## src/common/dmbank_pkg.sv

```systemverilog
/*
 * Package for the data-memory bank, index and row-pointer register bank.
 * Holds system-register offsets, field positions, reset values, the operand
 * address layout and the state record. Assumes a 7-bit system-register
 * space reached over a plain strobe port in one core clock domain.
 */
// How it works
// The bank-select location at 79H is four bits wide, and its two upper bits always read zero.
// Bank-select bits b1 and b0 pick data-memory bank 0 to 3 in plain binary order.
// Bank select is read and written the same way whichever bank is selected.
// Software on the small variant must never write the code that picks the fourth bank.
// The 11-bit index is 7AH bits 2..0, then the nibble at 7BH, then the nibble at 7CH; the code puts 7AH bit 0 at index bit 10, above two zero bits.
// The index-enable flag is bit 0 of the status-word nibble at 7FH.
// The 7-bit row pointer is 7AH bits 2..0 followed by the nibble at 7BH; the code puts 7AH bit 0 at pointer bit 6, above two zero bits.
// The row-pointer enable flag is bit 3 of the nibble at 7AH.
// Index top bits and row pointer are one storage, so writing one changes the other.
// Bits 2 and 1 of 7AH are always zero.
// With the index enable set the index is ORed into bank, row and column of each operand; the code ORs it into plain accesses only.
// With the row-pointer enable set the pointer replaces bank and row of indirect destinations.
// All bank, index, pointer and enable bits clear on power-on, clock-stop and chip-enable reset.
// Constant-zero bits read as zero and ignore what software writes to them.
package dmbank_pkg;

	// System-register offsets
	localparam logic [6:0] DMBANK_OFS_BANK_SELECT = 7'h79;
	localparam logic [6:0] DMBANK_OFS_PTR_HIGH    = 7'h7a;
	localparam logic [6:0] DMBANK_OFS_IDX_MIDDLE  = 7'h7b;
	localparam logic [6:0] DMBANK_OFS_IDX_LOW     = 7'h7c;
	localparam logic [6:0] DMBANK_OFS_STATUS      = 7'h7f;

	// Field positions inside the nibbles
	localparam int DMBANK_POS_ROW_PTR_EN = 3;
	localparam int DMBANK_POS_IDX_TOP    = 0;
	localparam int DMBANK_POS_IDX_EN     = 0;

	// Reset values
	localparam logic [1:0] DMBANK_RST_BANK   = 2'h0;
	localparam logic [3:0] DMBANK_RST_NIBBLE = 4'h0;

	// Widths of the address pieces
	localparam int DMBANK_BANK_W = 4;
	localparam int DMBANK_ROW_W  = 3;
	localparam int DMBANK_COL_W  = 4;
	localparam int DMBANK_IDX_W  = 11;
	localparam int DMBANK_PTR_W  = 7;
	localparam int DMBANK_CNT_W  = 9;

	// Data-memory operand address: bank, row, column
	typedef struct packed {
		logic [3:0] bank;
		logic [2:0] row;
		logic [3:0] col;
	} dmbank_addr_t;

	// Kinds of operand access
	typedef enum logic [1:0] {
		DMBANK_ACC_PLAIN,
		DMBANK_ACC_INDIRECT_DEST,
		DMBANK_ACC_EXEMPT
	} dmbank_acc_t;

	// Operand request from the core
	typedef struct packed {
		logic         valid;
		dmbank_acc_t  kind;
		logic [2:0]   row;
		logic [3:0]   col;
	} dmbank_req_t;

	// Whole state of the block
	typedef struct packed {
		logic [1:0]   bank;
		logic         row_pointer_enable;
		logic         index_top_bit;
		logic [3:0]   index_middle_nibble;
		logic [3:0]   index_lower_nibble;
		logic [3:0]   status_flags_word;
		logic [3:0]   rdata;
		logic         addr_valid;
		dmbank_addr_t addr;
	} dmbank_state_t;

endpackage : dmbank_pkg

```

## src/design/dmbank_regs.sv

```systemverilog
/*
 * Bank select, index value and row pointer system registers, with the
 * operand address modification they steer.
 * Assumes strobes synchronous to i_core_clk, never both in one cycle, and
 * reset sources that are already synchronous one-cycle or longer levels.
 */
// The plain strobed port is this design's own decision.
`timescale 1ns/1ns
module dmbank_regs (
	// Clock and resets
	input  wire logic                   i_core_clk,
	input  wire logic                   i_reset,
	input  wire logic                   i_clock_stop_reset,
	input  wire logic                   i_chip_enable_reset,
	// Register port
	input  wire logic [6:0]             i_addr,
	input  wire logic [3:0]             i_wdata,
	input  wire logic                   i_wr,
	input  wire logic                   i_rd,
	output logic      [3:0]             o_rdata,
	// Index increment
	input  wire logic                   i_index_inc,
	// Operand request and modified address
	input  wire dmbank_pkg::dmbank_req_t i_req,
	output logic                        o_addr_valid,
	output dmbank_pkg::dmbank_addr_t     o_addr,
	// State seen by the core
	output logic      [1:0]             o_bank,
	output logic      [10:0]            o_index_value,
	output logic      [6:0]             o_row_pointer,
	output logic                        o_index_enable_flag,
	output logic                        o_row_pointer_enable,
	output logic      [3:0]             o_status_flags_word
);

	dmbank_pkg::dmbank_state_t s_q;
	dmbank_pkg::dmbank_state_t s_d;

	logic                        any_reset;
	logic [10:0]                 index_value;
	logic [6:0]                  row_pointer;
	logic [8:0]                  inc_sum;
	logic [3:0]                  bank_ext;
	dmbank_pkg::dmbank_addr_t    base;
	dmbank_pkg::dmbank_addr_t    idx_as_addr;

	assign any_reset = i_reset | i_clock_stop_reset | i_chip_enable_reset;

	// shared storage
	// two zero bits
	assign index_value = {s_q.index_top_bit, 2'h0, s_q.index_middle_nibble,
		s_q.index_lower_nibble};
	// row pointer view
	assign row_pointer = {s_q.index_top_bit, 2'h0, s_q.index_middle_nibble};

	// Only the nine live bits count, so 1ffh wraps to zero
	assign inc_sum = {s_q.index_top_bit, s_q.index_middle_nibble,
		s_q.index_lower_nibble} + 9'h001;

	// bank from two bits
	assign bank_ext = {2'h0, s_q.bank};
	assign idx_as_addr = index_value;

	always_comb begin
		s_d = s_q;
		base = '{bank: bank_ext, row: i_req.row, col: i_req.col};

		// Increment first so a same-cycle write takes the location over
		if (i_index_inc) begin
			s_d.index_top_bit = inc_sum[8];
			s_d.index_middle_nibble = inc_sum[7:4];
			s_d.index_lower_nibble = inc_sum[3:0];
		end

		// no bank dependence
		if (i_wr) begin
			case (i_addr)
				// two-bit bank
				// ignore fixed bits
				dmbank_pkg::DMBANK_OFS_BANK_SELECT: begin
					s_d.bank = i_wdata[1:0];
				end
				// enable in bit 3
				// bits 2 and 1 dropped
				dmbank_pkg::DMBANK_OFS_PTR_HIGH: begin
					s_d.row_pointer_enable = i_wdata[dmbank_pkg::DMBANK_POS_ROW_PTR_EN];
					s_d.index_top_bit = i_wdata[dmbank_pkg::DMBANK_POS_IDX_TOP];
				end
				// middle nibble
				dmbank_pkg::DMBANK_OFS_IDX_MIDDLE: begin
					s_d.index_middle_nibble = i_wdata;
				end
				// low nibble
				dmbank_pkg::DMBANK_OFS_IDX_LOW: begin
					s_d.index_lower_nibble = i_wdata;
				end
				// flag in status word
				dmbank_pkg::DMBANK_OFS_STATUS: begin
					s_d.status_flags_word = i_wdata;
				end
				default: begin
				end
			endcase
		end

		// Read data stands only in the cycle after the strobe
		s_d.rdata = 4'h0;
		if (i_rd) begin
			case (i_addr)
				// zeros read back
				dmbank_pkg::DMBANK_OFS_BANK_SELECT: begin
					s_d.rdata = {2'h0, s_q.bank};
				end
				dmbank_pkg::DMBANK_OFS_PTR_HIGH: begin
					s_d.rdata = {s_q.row_pointer_enable, 2'h0, s_q.index_top_bit};
				end
				dmbank_pkg::DMBANK_OFS_IDX_MIDDLE: begin
					s_d.rdata = s_q.index_middle_nibble;
				end
				dmbank_pkg::DMBANK_OFS_IDX_LOW: begin
					s_d.rdata = s_q.index_lower_nibble;
				end
				dmbank_pkg::DMBANK_OFS_STATUS: begin
					s_d.rdata = s_q.status_flags_word;
				end
				default: begin
					s_d.rdata = 4'h0;
				end
			endcase
		end

		// Address modification uses the register values before this cycle's write
		s_d.addr_valid = i_req.valid;
		s_d.addr = base;
		case (i_req.kind)
			// OR in index
			dmbank_pkg::DMBANK_ACC_PLAIN: begin
				if (s_q.status_flags_word[dmbank_pkg::DMBANK_POS_IDX_EN]) begin
					s_d.addr = base | idx_as_addr;
				end
			end
			// pointer replaces bank and row
			dmbank_pkg::DMBANK_ACC_INDIRECT_DEST: begin
				if (s_q.row_pointer_enable) begin
					s_d.addr = '{bank: row_pointer[6:3], row: row_pointer[2:0],
						col: i_req.col};
				end
			end
			dmbank_pkg::DMBANK_ACC_EXEMPT: begin
				s_d.addr = base;
			end
			default: begin
				s_d.addr = base;
			end
		endcase
		if (!i_req.valid) begin
			s_d.addr = s_q.addr;
		end

		// every reset clears
		if (any_reset) begin
			s_d = '0;
			s_d.bank = dmbank_pkg::DMBANK_RST_BANK;
			s_d.status_flags_word = dmbank_pkg::DMBANK_RST_NIBBLE;
			s_d.index_middle_nibble = dmbank_pkg::DMBANK_RST_NIBBLE;
			s_d.index_lower_nibble = dmbank_pkg::DMBANK_RST_NIBBLE;
		end
	end

	always_ff @(posedge i_core_clk) begin
		s_q <= s_d;
	end

	assign o_rdata = s_q.rdata;
	assign o_addr_valid = s_q.addr_valid;
	assign o_addr = s_q.addr;
	assign o_bank = s_q.bank;
	assign o_index_value = index_value;
	assign o_row_pointer = row_pointer;
	assign o_index_enable_flag = s_q.status_flags_word[dmbank_pkg::DMBANK_POS_IDX_EN];
	assign o_row_pointer_enable = s_q.row_pointer_enable;
	assign o_status_flags_word = s_q.status_flags_word;

endmodule : dmbank_regs

```

## config.mk

```make
export PLATFORM = sky130hd
export DESIGN_NAME = dmbank_regs
export DESIGN_NICKNAME = d
export VERILOG_FILES = /design/src/common/dmbank_pkg.sv /design/src/design/dmbank_regs.sv
export SDC_FILE = /design/constraint.sdc
export NUM_CORES = 1
export LEC_CHECK = 0
export ABC_AREA = 1
export BUFFER_PORTS_ARGS = -buffer_cell sky130_fd_sc_hd__buf_2
export CORE_AREA = 5 5 67 69
export DETAILED_ROUTE_END_ITERATION = 16
export DIE_AREA = 0 0 72 74
export PLACE_DENSITY_LB_ADDON = 0.3
export SYNTH_ARGS = -nofsm -noshare
export SYNTH_HDL_FRONTEND = slang
export SYNTH_SLANG_ARGS = --single-unit
```

## constraint.sdc

```tcl
create_clock -name i_core_clk -period 1.57 [get_ports i_core_clk]
set_clock_uncertainty 0.05 [all_clocks]
set_input_delay 0.314 -clock i_core_clk [delete_from_list [all_inputs] [get_ports i_core_clk]]
set_output_delay 0.314 -clock i_core_clk [all_outputs]
set_load 0.005 [all_outputs]
```

Word-level counts from Yosys, hierarchy flattened

Index checks and enable logic that the tools add are counted.
W data, S select, Z words.

Register bits after elaboration: 32
Input port bits: 28
Word-level logic and storage cells: 37
Output and inout port bits: 42

Bitwise operators: 4
Muxes and demuxes: 10
Equal/unequal tests: 6
Add/sub/neg operators: 1
Reduce and logical (&&, ||, !) cells: 5

Operator list:

| cell                  | number |
|---|---|
| $eq A7 B7 Y1 const B  | 5 |
| $mux W11              | 2 |
| $pmux W11 S2          | 1 |
| $pmux W4 S5           | 1 |
| $mux W13              | 1 |
| $mux W4               | 3 |
| $or A9 B11 Y11        | 1 |
| $add A9 B1 Y9 const B | 1 |
| $mux W9               | 1 |
| $reduce_and A2 Y1     | 3 |
| $eq A2 B1 Y1 const B  | 1 |
| $logic_not A2 Y1      | 1 |
| $or A1 B1 Y1          | 2 |
| $reduce_or A2 Y1      | 1 |
| $mux W1               | 1 |
| $not A1 Y1            | 1 |

Logic depth before layout (Yosys ltp)

Gate-level depths: netlist of the first run.

Depth after elaboration: 4
Gate-level depth with buffers: 8
Gate-level depth less buffers: 8

Worst setup path after synthesis of the first run

No wires, ideal clock.

Path type: reg2reg
From: register s_q (netlist bit o_index_value[0])
To: register s_q (netlist bit o_index_value[10])
Clock period less this slack: 1.272 ns
Arrival time: 1.107 ns
Buffers on the path: 0
Slack: 0.298 ns
Data required time: 1.405 ns
Setup time: 0.115 ns
Stages on the path, launching flop included: 9
Cell sequence: dfxtp_1 ha_1 nand2_1 nor2_2 nand3_1 nand2_1 inv_1 nor2_1 nor2_1

Longest elaborated chain between the ends: 4

RTL lines:

| what                     | line               | text |
|---|---|---|
| start: declaration       | dmbank_regs.sv:36  | `dmbank_pkg::dmbank_state_t s_q;` |
| start signal: assignment | dmbank_regs.sv:171 | `s_q <= s_d;` |
| $add A9 B1 Y9 (*)        | dmbank_regs.sv:58  | `s_q.index_lower_nibble} + 9'h001;` |
| $mux W9 (*)              | dmbank_regs.sv:69  | `if (i_index_inc) begin` |
| $mux W1                  | dmbank_regs.sv:77  | `case (i_addr)` |
| $mux W13 (*)             | dmbank_regs.sv:76  | `if (i_wr) begin` |

Every way passes the cells marked *; elsewhere a longest branch is shown, timed or not.
A chain may end at the register's enable or synchronous reset.

Worst setup path in the final report of the first run

From: register s_q (netlist bit o_index_value[6])
To: output port o_index_value[6]

RTL lines:

| what             | line              | text |
|---|---|---|
| end: declaration | dmbank_regs.sv:29 | `output logic [10:0] o_index_value,` |

No word-level cell between the ends.

==> results summary, run 1 <==
The run finished with clean final reports. Dividing the detail-routed via count by the number of cells gives 4.84. The maximum buffer depth of the clock tree is 2. The worst setup path is of the reg2out kind. Entering global routing, the biggest net connects 18 pins. The leakage dissipation came out at 1.09 nW. The die covers 5330 um2. The number of hold-slack violations in the final timing report is 0. The initial antenna violation count was 0. The final design utilization is 0.567. The count of final setup violators came out at 0. The number of nets in the layout is 354.

The total wire length after detailed routing is 4.46 mm. The total instance count after detailed placement came out at 368. Dividing total power by cell area gives a power density of 711 nW/um2. The DRC violation count after routing is 0. The cell area that synthesis handed to floorplanning was 1780 um2. In this run the clock root is driven by a sky130_fd_sc_hd__clkbuf_8. The post-CTS resize count is 0. The die span in x is 72 um.

In the synthesized netlist the async set-or-reset flop fraction comes to 0. The post-synthesis register bit count is 31. The final count of pins violating max slew came to 0. The number of antenna cells inserted is 0. The Yosys warning count is 0. The detailed router placed 1814 vias in this run. The global-route usage over all layers is 0.172. The distinct cell type count of the synthesized netlist came out at 27.

The part of the power in combinational logic came out at 0.097. Traced cell by cell, the critical path runs through buf_2. Subtracting the final worst setup slack from the clock period gives 1320 ps.

The switching share of power is 0.235. The number of flops mapped to enable cells by yosys came out at 0. Global routing finished with a remaining overflow of 0. Setup repair after global routing left no endpoint under its margin. The initial cell density of the core is 0.460.

The post-CTS clock slew at the launch and capture registers of the worst setup and hold paths is 60 ps. The number of buffers added on ports is 64. The largest stage delay on the critical path came out at 510 ps. The critical path arrival came out at 960 ps. The total buffers and inverters traversed by the critical path is 1. The portion of the post-synthesis area used by sequential elements came out at 0.350. The clock tree synthesis step divided the H-tree into 2 levels. Setup slack closes at 251 ps. Static timing analysis puts the maximum clock frequency at 0.758 GHz.

The synthesized design spends more area on one cell type than any other, namely sky130_fd_sc_hd__dfxtp_1. sky130_fd_sc_hd__nand2_1 is the most common cell in the netlist. The first-iteration detailed-routing DRC count is 67. On the critical path the largest part of the delay comes from flip-flops. Pin placement for this block handled 70 I/O pins. The count of nets left with antenna violations once routing finished came out at 0. The internal power is 1.19 mW. Timing analysis after detailed placement gives a worst setup slack of 212 ps. Among all stages on the critical path, the largest delay is contributed by sky130_fd_sc_hd__dfxtp_1. The count of maximum capacitance violations is 0. Buffers inserted during clock tree synthesis total 5. By area the synthesized netlist is led by sky130_fd_sc_hd__dfxtp_1 (35%), sky130_fd_sc_hd__nand2_1 (11%), sky130_fd_sc_hd__nand3_1 (7.0%).

The clock reaches the later pin of the worst-skew pair after 270 ps. The layout cell share with drive strength beyond 1 came out at 0.308. The worst setup path is captured at a primary output.

TritonCTS built the clock tree. The die extent in y is 74 um. The average cell area after synthesis came out at 6.80 um2. The wire length per cell after detailed routing is 11.9 um. The layout-stage area growth over the synthesis result came out at 23.3%. The count of cells in the finished layout, fillers not included, comes to 375. Summed over all failing endpoints, the final setup total negative slack is 0 ps.

The clock share of power came out at 0.392. The maximum vdd drop came out at 657 uV. The required time of the critical path is 1210 ps.

The first detailed-routing pass ran for 4 iterations. The placement row count is 23. In this run the standard cell core region covers 3860 um2. The sum of net half-perimeters after detailed placement came out at 3.66 mm.

The most used flip-flop cell after synthesis is sky130_fd_sc_hd__dfxtp_1. Synthesis produced a netlist whose cell count is 261. The number of sinks driven by the clock tree is 31.

In this run the power spent charging and discharging nets is 0.365 mW. The number of global-route vias before repair is 1658. The sequential fraction of design power is 0.511. The critical-path maximum fanout is 8.

The share of the synthesized area in the top cell type is 0.350. The commonest cells after synthesis are sky130_fd_sc_hd__nand2_1 (50), sky130_fd_sc_hd__dfxtp_1 (31), sky130_fd_sc_hd__nor2_1 (29). After clock tree synthesis, the setup repair step added 0 buffers.

The kind of start point of the critical path is a register. The final RePlAce weighted congestion is 0.845. Dividing the final minimum period by the clock period gives 0.840. The tightest min-delay check is of the in2reg type.

The wire length of the first global-routing pass came out at 7.28 mm. After clock tree synthesis, the flow added hold-fix buffers numbering 0.
cells in the final DEF, fill, tap and decap left out, types with 3 or more instances in the layout:
cell and count:
sky130_fd_sc_hd__nand2_2 7, sky130_fd_sc_hd__a21oi_1 22, sky130_fd_sc_hd__dfxtp_1 31, sky130_fd_sc_hd__nor2_1 29, sky130_fd_sc_hd__inv_1 28, sky130_fd_sc_hd__nor2_2 5, sky130_fd_sc_hd__o21ai_0 12, sky130_fd_sc_hd__clkbuf_8 6
sky130_fd_sc_hd__buf_2 64, sky130_fd_sc_hd__inv_2 4, sky130_fd_sc_hd__nand2_1 50, sky130_fd_sc_hd__o21ai_1 13, sky130_fd_sc_hd__xor2_1 3, sky130_fd_sc_hd__buf_4 5, sky130_fd_sc_hd__nand3_1 25, sky130_fd_sc_hd__conb_1 5
flip-flops by register name (all words and copies together) (netlist names):
signal and flops:
o_addr 10, o_addr_valid 1, o_bank 2, o_index_value 9
o_rdata 4, o_row_pointer_enable 1, o_status_flags_word 4
power groups by stage:
stage	registers (mW)	clock network [mW]	logic, mW
after global placement	0.813	0	0.149
after detailed placement	0.813	0	0.151
after CTS	0.795	0.628	0.151
final	0.795	0.610	0.151
after global routing	0.796	0.662	0.169
after floorplan	0.814	0	0.0893
area by class of cell:
type                    instances  area, um2
clock buffers                   6       82.6
multi-input cells             186        940
fillers                       388       1670
well taps                      50       62.6
repair buffers                 69        358
inverters                      32        120
flip-flops and latches         31        621
clock inverters                 1       5.00
worst paths after layout:
| kind | cells after the start | slack [ps] | endpoint | from |
|---|---|---|---|---|
| max reg2reg | 8 | 270 | o_index_value[10] | o_index_value[0] |
| min reg2reg | 2 | 410 | o_addr[4] | o_addr[4] |
| max | 1 | 250 | o_index_value[6] | o_index_value[6] |
| min | 3 | 240 | o_addr[4] | i_req[4] |
logic make-up after synthesis:
logic type      after synthesis  synth area share
xor+xnor                      4            0.0197
flops                        31             0.350
simple gates                128             0.355
compound gates               48             0.137
fa+ha+maj                     1           0.00705
other cells                   1           0.00211
buf+inv                      48             0.130
worst register-to-register path: stages, from the launching register on:
cell and delay (ps):
sky130_fd_sc_hd__dfxtp_1 330, sky130_fd_sc_hd__ha_1 150, sky130_fd_sc_hd__nand2_1 90, sky130_fd_sc_hd__nor2_2 240
sky130_fd_sc_hd__nand3_1 100, sky130_fd_sc_hd__nand2_1 70, sky130_fd_sc_hd__inv_1 40, sky130_fd_sc_hd__nor2_1 90
sky130_fd_sc_hd__nor2_1 40
through the flow:
| step | power (mW) | area [um2] | hold WS, ps |
|---|---|---|---|
| floorplan | 0.904 | 1790 | 396 |
| global placement | 0.962 | 2100 | 393 |
| detailed placement | 0.963 | 2100 | 400 |
| CTS | 1.57 | 2190 | 237 |
| global route | 1.63 | 2190 | 257 |
| finish | 1.56 | 2190 | 242 |
per-layer routing:
metal	vias to the layer above	share of wire	routed length, um	track usage
li1	948	-	-	-
met1	809	0.43	1930	0.222
met2	50	0.50	2220	0.291
met3	7	0.060	267	0.0365
met4	0	0.0092	41	0.0501
met5	-	0	0	0
Power figures use the tool's default switching activity.
==> run 2: changes to the inputs <==
Clock period 1.57 ns to 1.3 ns, I/O delays scaled along.
==> results summary, run 2 (synthesis gave the netlist of run 1 again) <==
The TritonCTS clock tree is yes (unchanged). The first-pass iteration count of the detailed router is 4 (unchanged). The total grt overflow is 0 (unchanged). The cell depth of the worst flop-to-flop path came out at 8 (unchanged). The leakage dissipation came to 1.13 nW (was 1.09 nW).

The total setup buffers inserted after CTS was 0 (unchanged). The initial cell density of the core is 0.460 (unchanged). The buffer cell driving the clock tree root is sky130_fd_sc_hd__clkbuf_8 (unchanged). The required time of the critical path is 990 ps (was 1210 ps). The die span in x came out at 72 um (unchanged). The count of maximum capacitance violations was 0 (unchanged).

Result of the run: complete, no violations (unchanged). The number of buffers inserted during clock tree synthesis came out at 5 (unchanged). Ordered cell list for the critical path: buf_4, buf_2 (was buf_2). The number of buffers added on ports is 64 (unchanged). RSZ-0062 raised after global routing: true (was false). The filler-free cell count of the finished design came out at 384 (was 375). The kind of start point of the critical path is a register (unchanged). The number of flip-flops under the largest register name came out at 10 (unchanged).

The part of the cycle the worst path needs came out at 0.962. The number of I/O pins came out at 70 (unchanged). The number of cells on the critical path came out at 2 (was 1). Commonest cells after routing, fill and taps aside: sky130_fd_sc_hd__buf_2 (64), sky130_fd_sc_hd__nand2_1 (49), sky130_fd_sc_hd__dfxtp_1 (29) (was sky130_fd_sc_hd__buf_2 (64), sky130_fd_sc_hd__nand2_1 (50), sky130_fd_sc_hd__dfxtp_1 (31)).

The post-CTS clock slew at the launch and capture registers of the worst setup and hold paths is 70 ps (was 60 ps). The library cell contributing the largest single delay on the critical path is sky130_fd_sc_hd__dfxtp_1 (unchanged). The total buffers and inverters traversed by the critical path came to 2 (was 1). The overall die area came to 5330 um2 (unchanged). The final RePlAce weighted congestion came out at 0.841 (was 0.845). The maximum buffer depth of the clock tree is 2 (unchanged).

The worst hold-check slack came out at 177 ps (was 242 ps). The initial antenna violation count is 0 (unchanged). The first-iteration detailed-routing DRC count was 129 (was 67).

The final antenna-violating net count came to 0 (unchanged). The critical path capture point type is a primary output (unchanged). The number of global-route vias before repair is 1686 (was 1658). The number of sinks driven by the clock tree came out at 31 (unchanged). The total wire length after detailed routing is 4.74 mm (was 4.46 mm).

The minimum clock period after layout is 1250 ps. The most frequent standard cell in the layout excluding fill and tap cells is sky130_fd_sc_hd__buf_2 (unchanged). The wire length per cell after detailed routing is 12.3 um (was 11.9 um).

The number of filler cells placed in the layout is 390 (was 388). The power density over the cells is 842 nW/um2 (was 711 nW/um2). The maximum vdd drop is 513 uV (was 657 uV). The detail-routed via count per cell came out at 4.78 (was 4.84). The sum of net half-perimeters after detailed placement came to 3.77 mm (was 3.66 mm). The wire length of the first global-routing pass is 7.56 mm (was 7.28 mm). The number of cells traversed by the worst hold path is 3 (unchanged).

The worst hold-check path type is in2reg (unchanged). The placement row count was 23 (unchanged). The global-route usage over all layers came out at 0.182 (was 0.172). The kind of critical path is reg2out (unchanged). The largest stage delay on the critical path was 390 ps (was 510 ps). The layout cell share with drive strength beyond 1 came out at 0.338 (was 0.308). The critical-path maximum fanout came out at 4 (was 8). The cell family with the largest share of critical-path delay is flip-flops (unchanged). The layout-stage area growth over the synthesis result is 27.8% (was 23.3%).

The insertion delay to the later sink of the worst-skew pair is 280 ps (was 270 ps). The number of nets in the layout came out at 363 (was 354). The largest net degree at the start of global routing is 18 (unchanged).

The die extent in y came out at 74 um (unchanged). The total core area is 3860 um2 (unchanged). The power after layout came out at 1.91 mW (was 1.56 mW). The number of hold-slack violations in the final timing report came to 0 (unchanged). The total instance count after detailed placement came out at 377 (was 368).

The top achievable clock speed is 0.799 GHz. The number of antenna cells inserted is 0 (unchanged). The DRC violation count after routing came out at 0 (unchanged). The critical path arrival came to 940 ps (was 960 ps). The maximum level of the CTS H-tree is 2 (unchanged). The final count of pins violating max slew was 0 (unchanged).

The count of final setup violators is 0 (unchanged). The quantity of hold-fixing buffers added after cts is 0 (unchanged). The via count of the routed design was 1835 (was 1814).
-- run 2: worst register-to-register path, cell delays in order, from the launching register on --
cell                      delay [ps]
sky130_fd_sc_hd__dfxtp_1         340
sky130_fd_sc_hd__ha_1            180
sky130_fd_sc_hd__nand2_2          70
sky130_fd_sc_hd__nor2_4          170
sky130_fd_sc_hd__nand3_1          80
sky130_fd_sc_hd__nand2_1          60
sky130_fd_sc_hd__inv_1            40
sky130_fd_sc_hd__nor2_1          100
sky130_fd_sc_hd__nor2_1           40
-- run 2: stage by stage --
stage	area (um2)	utilization	setup TNS [ps]	worst slack (ps)
2_1_floorplan	1790	-	0	28.5
3_3_place_gp	2170	0.562	0	10.9
3_5_place_dp	2170	0.562	-26.4	-26.4
4_1_cts	2260	0.585	0	1.65
5_1_grt	2270	0.588	-65.3	-65.3
6_report	2270	0.588	0	49.0
-- run 2: layout make-up --
| type | count | area [um2] | share of cell area |
|---|---|---|---|
| Clock inverter | 1 | 5.00 | 0.00221 |
| Tap cell | 50 | 62.6 | 0.0276 |
| Timing Repair Buffer | 78 | 425 | 0.188 |
| Clock buffer | 6 | 82.6 | 0.0364 |
| Inverter | 32 | 120 | 0.0530 |
| Sequential cell | 31 | 623 | 0.275 |
| Multi-Input combinational cell | 186 | 950 | 0.419 |
-- run 2: repair_timing --
| item | CTS | global route |
|---|---|---|
| pin swaps | 0 | 2 |
| gates resized for setup | 1 | 5 |
| setup endpoints to repair | 1 | 10 |
-- run 2: path summary, 6_finish.rpt --
check	from	end	slack (ps)
worst min-delay path	i_req[4]	o_addr[4]	180
worst min register to register	o_addr[4]	o_addr[4]	400
worst max register to register	o_index_value[1]	o_index_value[10]	50
worst max-delay path	o_index_value[2]	o_index_value[2]	50
-- run 2: power breakdown --
part           switching (mW)  total (mW)  leakage, nW  internal [mW]
sequential            0.00338       0.961        0.251          0.957
clock                   0.346       0.760       0.0470          0.414
combinational           0.117       0.189        0.833         0.0719
total                   0.467        1.91         1.13           1.44
-- run 2: metal layers --
layer	track usage	wire, um
met5	0	0
met4	0.0689	45
met3	0.0365	301
met2	0.299	2370
met1	0.238	2020
